## config.mk

```make
export PLATFORM = sky130hd
export DESIGN_NAME = rcf_top
export DESIGN_NICKNAME = d
export VERILOG_FILES = /design/src/rcf_pkg.sv /design/src/rcf_top.sv
export SDC_FILE = /design/constraint.sdc
export NUM_CORES = 1
export LEC_CHECK = 0
export BUFFER_PORTS_ARGS = -buffer_cell sky130_fd_sc_hd__buf_4
export CAP_MARGIN = 20
export CELL_PAD_IN_SITES_DETAIL_PLACEMENT = 0
export CELL_PAD_IN_SITES_GLOBAL_PLACEMENT = 1
export CORE_UTILIZATION = 25
export DETAILED_ROUTE_END_ITERATION = 10
export GPL_TIMING_DRIVEN = 0
export HOLD_SLACK_MARGIN = 0.05
export PLACE_DENSITY = 0.8
export SLEW_MARGIN = 20
export SYNTH_ARGS = -nofsm -noshare
export SYNTH_HDL_FRONTEND = slang
export SYNTH_SLANG_ARGS = --single-unit
```

## constraint.sdc

```tcl
create_clock -name pclk -period 1.4 [get_ports pclk]
set_input_delay 0.07 -clock pclk [delete_from_list [all_inputs] [get_ports pclk]]
set_output_delay 0.07 -clock pclk [all_outputs]
set_load 0.005 [all_outputs]
```

## src/rcf_pkg.sv

```systemverilog
package rcf_pkg;

   localparam int unsigned RCF_ADDR_W   = 12;
   localparam int unsigned RCF_DATA_W   = 32;

   // register indices; byte address is four times the index
   localparam logic [9:0]  RCF_IDX_CAUSE = 10'h003;
   localparam logic [9:0]  RCF_IDX_MASK  = 10'h004;

   localparam int unsigned RCF_BIT_PLL  = 0;
   localparam int unsigned RCF_BIT_OSC  = 1;
   localparam int unsigned RCF_BIT_WDOG = 3;
   localparam int unsigned RCF_BIT_LV   = 5;
   localparam int unsigned RCF_BIT_POR  = 6;

   localparam logic [7:0]  RCF_IMPL_MASK = 8'h6b;
   localparam logic [7:0]  RCF_CAUSE_POR = 8'h60;
   localparam logic [7:0]  RCF_MASK_RST  = 8'h00;

   // on-chip reset sources, asynchronous to pclk
   typedef struct packed {
      logic lvr_core;
      logic lvr_nvm_supply;
      logic lvr_pad_supply;
      logic watchdog_timer;
      logic osc_monitor;
      logic pll_monitor;
      logic system_reset;
   } rcf_src_t;

   typedef struct packed {
      rcf_src_t   sync1;
      rcf_src_t   sync2;
      logic [7:0] cause;
      logic [7:0] mask;
      logic       pready;
      logic       pslverr;
      logic [7:0] prdata;
      logic       irq;
   } rcf_state_t;

   localparam rcf_state_t RCF_STATE_RST = '{
      sync1:   '0,
      sync2:   '0,
      cause:   RCF_CAUSE_POR,
      mask:    RCF_MASK_RST,
      pready:  1'b0,
      pslverr: 1'b0,
      prdata:  8'h00,
      irq:     1'b0
   };

endpackage

```

## src/rcf_top.sv

```systemverilog
// reset-cause flag register with apb slave and masked interrupt
`timescale 1ns/1ps
module rcf_top #(
   parameter int unsigned ADDR_W = rcf_pkg::RCF_ADDR_W
) (
   input  wire logic                         pclk,
   input  wire logic                         presetn,
   input  wire logic                         psel,
   input  wire logic                         penable,
   input  wire logic                         pwrite,
   input  wire logic [ADDR_W-1:0]            paddr,
   input  wire logic [rcf_pkg::RCF_DATA_W-1:0] pwdata,
   input  wire logic [3:0]                   pstrb,
   output logic      [rcf_pkg::RCF_DATA_W-1:0] prdata,
   output logic                              pready,
   output logic                              pslverr,
   input  wire rcf_pkg::rcf_src_t            src,
   output logic                              irq
);
   import rcf_pkg::*;

   rcf_state_t q_reg;
   rcf_state_t q_next;

   logic       access;
   logic       done;
   logic       wr_done;
   logic       sys_rst;
   logic [7:0] set_bits;
   logic [7:0] cause_clr;
   logic [7:0] mask_wr;
   logic       hit_cause;
   logic       hit_mask;

   function automatic logic reg_hit(input logic [ADDR_W-1:0] a, input logic [9:0] idx);
      logic [ADDR_W-1:0] full;
      full = ADDR_W'({idx, 2'b00});
      reg_hit = (a == full);
   endfunction

   // maps the synchronised sources, all but system reset, onto their flag positions
   function automatic logic [7:0] cause_bits(input rcf_src_t s);
      logic [7:0] b;
      b = 8'h00;
      b[RCF_BIT_LV]   = s.lvr_core | s.lvr_nvm_supply | s.lvr_pad_supply;
      b[RCF_BIT_WDOG] = s.watchdog_timer;
      b[RCF_BIT_OSC]  = s.osc_monitor;
      b[RCF_BIT_PLL]  = s.pll_monitor;
      cause_bits = b;
   endfunction

   assign access    = psel & penable;
   assign done      = access & q_reg.pready;
   assign wr_done   = done & pwrite & pstrb[0];
   assign sys_rst   = q_reg.sync2.system_reset;
   assign hit_cause = reg_hit(paddr, RCF_IDX_CAUSE);
   assign hit_mask  = reg_hit(paddr, RCF_IDX_MASK);
   assign set_bits  = cause_bits(q_reg.sync2);
   assign cause_clr = (wr_done & hit_cause) ? (pwdata[7:0] & RCF_IMPL_MASK) : 8'h00;
   assign mask_wr   = pwdata[7:0] & RCF_IMPL_MASK;

   always_comb begin
      q_next = q_reg;
      // only sync2 is read by logic; sync1 may be metastable
      q_next.sync1 = src;
      q_next.sync2 = q_reg.sync1;

      // set wins over a clear in the same cycle
      // flags ignore system reset entirely
      q_next.cause = ((q_reg.cause & ~cause_clr) | set_bits) & RCF_IMPL_MASK;

      // one wait state: access cycle one raises pready, the next completes
      q_next.pready  = access & ~q_reg.pready & ~sys_rst;
      q_next.pslverr = 1'b0;
      q_next.prdata  = 8'h00;
      if (access & ~q_reg.pready) begin
         // a read only samples the flags, nothing is cleared
         if (hit_cause) begin
            q_next.prdata = q_reg.cause & RCF_IMPL_MASK;
         end else if (hit_mask) begin
            q_next.prdata = q_reg.mask;
         end else begin
            q_next.pslverr = 1'b1;
         end
      end

      if (wr_done & hit_mask) begin
         q_next.mask = mask_wr;
      end
      // system reset returns control state but keeps the flags
      if (sys_rst) begin
         q_next.mask    = RCF_MASK_RST;
         q_next.pslverr = 1'b0;
         q_next.prdata  = 8'h00;
      end

      q_next.irq = |(q_next.cause & q_next.mask);
   end

   // power-on reset loads power-on and low-voltage set, others clear
   always_ff @(posedge pclk or negedge presetn) begin
      if (!presetn) begin
         q_reg <= RCF_STATE_RST;
      end else begin
         q_reg <= q_next;
      end
   end

   assign prdata  = {24'h00_0000, q_reg.prdata};
   assign pready  = q_reg.pready;
   assign pslverr = q_reg.pslverr;
   assign irq     = q_reg.irq;
endmodule
```

---- After elaboration in Yosys (flattened, before gate mapping) ----
Index checks and enable logic that the tools add are counted.
Widths: inputs -> output; s select.
storage, ports and cells
  bits in registers ....................... 38
  output and inout port bits .............. 35
  word-level logic and storage cells ...... 48
operators by class
  equality and inequality tests ........... 2
  mux-type cells .......................... 9
  bitwise operators ....................... 16
  reductions and logical operators ........ 1
operators by type and width
  kind                 count
  $mux 8               4
  $mux 9               2
  $eq 12x4->1 const B  1
  $eq 12x5->1 const B  1
  $and 1x1->1          8
  $and 7x8->8          1
  $reduce_or 8->1      1
  $and 7x7->7          1
  $mux 7               1
  $not 7->7            1
  $or 7x6->7           1
  $mux 1               2
  $not 1->1            2
  $or 1x1->1           2

---- Depth between registers and ports, before layout ----
  depth in word-level cells ............... 11
  gate-level depth with buffers ........... 7
  gate-level depth less buffers ........... 6

---- Worst setup path before layout ----
Ideal clock, no wire load.
  path type ............................... input to register
  start point ............................. in paddr[9]
  end point ............................... reg q_reg (netlist bit irq)
  setup time .............................. 132 ps
  arrival ................................. 1758 ps
  data required time ...................... 1268 ps
  setup slack ............................. -490 ps
  cell stages on the path ................. 6
  buffers on the path ..................... 0
  path through ............................ or4_4 > nor3_4 > nand3_1 > a2111o_1 > a22oi_1 > o211ai_2
RTL lines
  item                  RTL line        source
  start, declared       rcf_top.sv:11   input wire logic [ADDR_W-1:0] paddr,
  end signal, assigned  rcf_top.sv:105  q_reg <= q_next;
  end, declared         rcf_top.sv:22   rcf_state_t q_reg;

==> flow_summary_export.csv <==
group,metric,value,unit
route,routedWlPerCell,9.63,µm
floorplan,fp.dieH,78.5,µm
global_route,grt_max_degree,34,
layout,drive_above_1_share,0.515,
layout,largest_register_ffs,16,
clock_network,max-clock-path-buffers,2,
placed_design,placement.io_buffers,40,
sta,fmaxAchievable,0.617,GHz
clock_network,tritoncts,"done",
floorplan,num_io_pins,95,
setup_path,crit_path_top_delay_cell,"or4_4",
placed_design,placed_cell_area,1950,µm²
setup_path,path_cells,"buf_6 -> or4_4 -> nor3_4 -> nand3_1 -> a2111o_1 -> a22oi_2 -> o211ai_2",
sta,report.final.hold_viol_count,0,
sta,finalCriticalPeriod,1620,ps
global_route,grt_antenna_before_repair,0,
floorplan,core.rowCount,27,
sta,timing_max_transition_violations_final,0,
sta,totalNegativeSetupSlack,-221,ps
power,p_total,1.87,mW
clock_network,clock-sinks,33,
route,detail_route.first_pass.iterations,4,
setup_path,setup.worst_path.end_class,"flip-flop",
layout,n_fill_cell,570,
route,post_drt_via_cell_ratio,3.73,
setup_path,timing.critical_path.arrival,1780,ps
clock_network,worstSkewPairLatency,280,ps
logic_synthesis,synth_seq_cells,33,
run_status,violations_in_the_final_reports,"negative setup slack",
global_route,grt.overflow.total,0,
route,vias,1038,
route,route.antenna.remaining_nets,0,
floorplan,die_width,78.5,µm
setup_path,depth_of_the_most_critical_reg_to_reg_path,6,
global_route,grt_util_all_layers,0.0948,
worst_hold_path,hold_path_end,"q_reg[12]$_DFF_PN0_",
sta,rsz_0062_raised_after_global_routing,"yes",
logic_synthesis,post_synth_instance_area,1460,µm²
clock_network,cts-buffers-inserted,5,
clock_network,cts_max_level,2,
logic_synthesis,post_synth_num_cell_types,29,
worst_hold_path,timing.hold.worst_path_depth,3,
route,first_iter_violations,43,
global_route,globalRouteMet3Util,0.0500,
power,p_leak,1.10,nW
floorplan,fp.coreArea,5570,µm²
sta,worst_slack,-221,ps
sta,setup_viol,1,
floorplan,start_util,0.262,
placed_design,detailedPlacementHpwl,1.92,mm
floorplan,dieArea,6160,µm²
global_route,grt_pass1_vias,1043,
setup_path,path_max_fanout,4,
clock_network,cts.clk_slew.worst_paths,70,ps
logic_synthesis,synthesis.yosys.warnings,0,
logic_synthesis,synth_top_cell_area_share,0.531,
run_status,status,"finished, violations left",
clock_network,clock-root-buffer,"clkbuf_8",
layout,final_net_count,265,
global_route,grt_most_used_layer,"met2",
power,vdd_ir_drop_max,0.306,mV
sta,clock_skew,2.82,ps
sta,final_min_period_over_clock_period,1.16,
layout,n_antenna_cell,0,
route,drt_wl_total,2.68,mm
logic_synthesis,number_of_instances_in_the_synthesized_netlist,120,
logic_synthesis,sequential_element_share_of_the_synthesized_area,0.567,
setup_path,critical_path.reg2reg.endpoint,"irq$_DFF_PN0_",
placed_design,placedCellCount,256,
logic_synthesis,synth_top_area_cell,"dfrtp_1",
layout,final_cell_area,2190,µm²
global_route,met2_usage,0.170,
layout,number_of_standard_cells_in_the_final_layout_excluding_fillers,278,
setup_path,worst-endpoint-required,1560,ps
worst_hold_path,min-delay-path-class,"in -> reg",
setup_path,critical_path.reg2reg.startpoint,"pready$_DFF_PN0_",
placed_design,place_congestion,0.725,
route,drc,0,
job,number_of_max_cap_violations,0,
logic_synthesis,syn_avg_cell_area,12.2,µm²
setup_path,worstSetupStartpointType,"primary input",
setup_path,timing_worst_setup_path_type,"in -> reg",
worst_hold_path,worstHoldStart,"pwdata[1]",
setup_path,critPathMaxStageDelay,570,ps
global_route,grt_pass1_wl,4.34,mm
setup_path,reg2reg_setup_slack,-120,ps
power,power_density,854,nW/µm²
global_route,grtUsageMet1,0.0906,
layout,area_delta_synth_final,50.2,%
logic_synthesis,ys_top_cells_by_area,"dfrtp_1 53%, buf_4 16%, dfstp_2 3.6%, a22oi_1 3.1%, nor2_1 2.8%",
## critical path: cells and delay by family
kind	cells	cell delay, ps
AND/OR/NAND/NOR	3	960
buffers and inverters	1	90
AO/OA/AOI/OAI	3	650
## kinds of logic (layout without fill, tap and decap cells)
kind of cell | Yosys count | after routing | synth area share
flip-flops | 33 | 33 | 0.567
AO/OA/AOI/OAI | 16 | 16 | 0.0908
multiplexers | 3 | 3 | 0.0205
other | 1 | 25 | 0.00257
buffers and inverters | 36 | 98 | 0.180
AND/OR/NAND/NOR | 31 | 31 | 0.140
## synthesized netlist by cell type, drive strengths merged
library cell  number
and4b              1
and2               1
nand2              2
buf               33
conb               1
a21oi              2
a21bo              2
or4bb              1
nor2              12
or3b               1
a211oi             1
clkbuf             1
or4b               1
a2111o             1
a21o               2
inv                2
dfrtp             31
or3                1
o211ai             1
o32a               1
dfstp              2
a22oi              6
or4                2
mux2i              3
nand3              7
nor3               2
## cell usage in the layout (no fill, tap or decap), drive strengths merged, types with 2 or more instances in the layout
cell type    Yosys  final
a21o             2      2
nor3             2      2
nand3            7      7
nand2            2      2
nor2            12     12
dfstp            2      2
inv              2      2
mux2i            3      3
or4              2      2
clkbuf           1      6
buf             33     79
conb             1     25
a22oi            6      6
a21oi            2      2
dlygate4sd3      0      8
a21bo            2      2
clkinv           0      2
dfrtp           31     31
## metal layers
metal  vias up  routed length, µm  part of all wire
li1        523                  -                 -
met1       469               1040              0.39
met2        42               1390              0.52
met3         4                223             0.083
met4         0                 26            0.0097
met5         -                  0                 0
## power breakdown
group	internal (mW)	total [mW]	switching, mW	leakage [nW]
combinational	0.131	0.204	0.0733	0.656
clock	0.342	0.681	0.339	0.0439
sequential	0.978	0.989	0.0113	0.403
## worst max path at each step
stage               depth (start not counted)             to       from
detailed placement                          8  irq$_DFF_PN0_  paddr[10]
floorplan                                   7  irq$_DFF_PN0_  paddr[10]
CTS                                         7  irq$_DFF_PN0_  paddr[10]
global route                                7  irq$_DFF_PN0_  paddr[10]
finish                                      7  irq$_DFF_PN0_  paddr[10]
global placement                            8  irq$_DFF_PN0_  paddr[10]
## cell type report
class                      instances  area [µm²]  share of cell area
timing repair buffer              55         440               0.201
buffer                            33         244               0.111
clock inverter                     3        17.5             0.00798
sequential                        33         828               0.377
multi-input combinational         75         498               0.227
inverter                           2        7.51             0.00342
tap                               72        90.1              0.0410
clock buffer                       5        68.8              0.0314
## stage by stage
stage / hold WS [ps] / setup WS, ps / utilization
3_5_place_dp: 30.3 / -758 / 0.349
3_3_place_gp: 26.1 / -746 / 0.349
5_1_grt: 90.6 / -294 / 0.394
2_1_floorplan: -226 / -432 / -
4_1_cts: 59.3 / -223 / 0.389
6_report: 62.1 / -221 / 0.394
## repair_timing
| item | 4_1_cts | 5_1_grt |
|---|---|---|
| setup endpoints to repair | 5 | 4 |
| resized for setup | 2 | 7 |
| buffers inserted | 6 | 1 |
| pin swaps | 3 | 3 |
| hold buffers | 8 | 0 |
| hold endpoints to repair | 40 | 0 |
No activity file was read; power rests on OpenSTA's default activity.
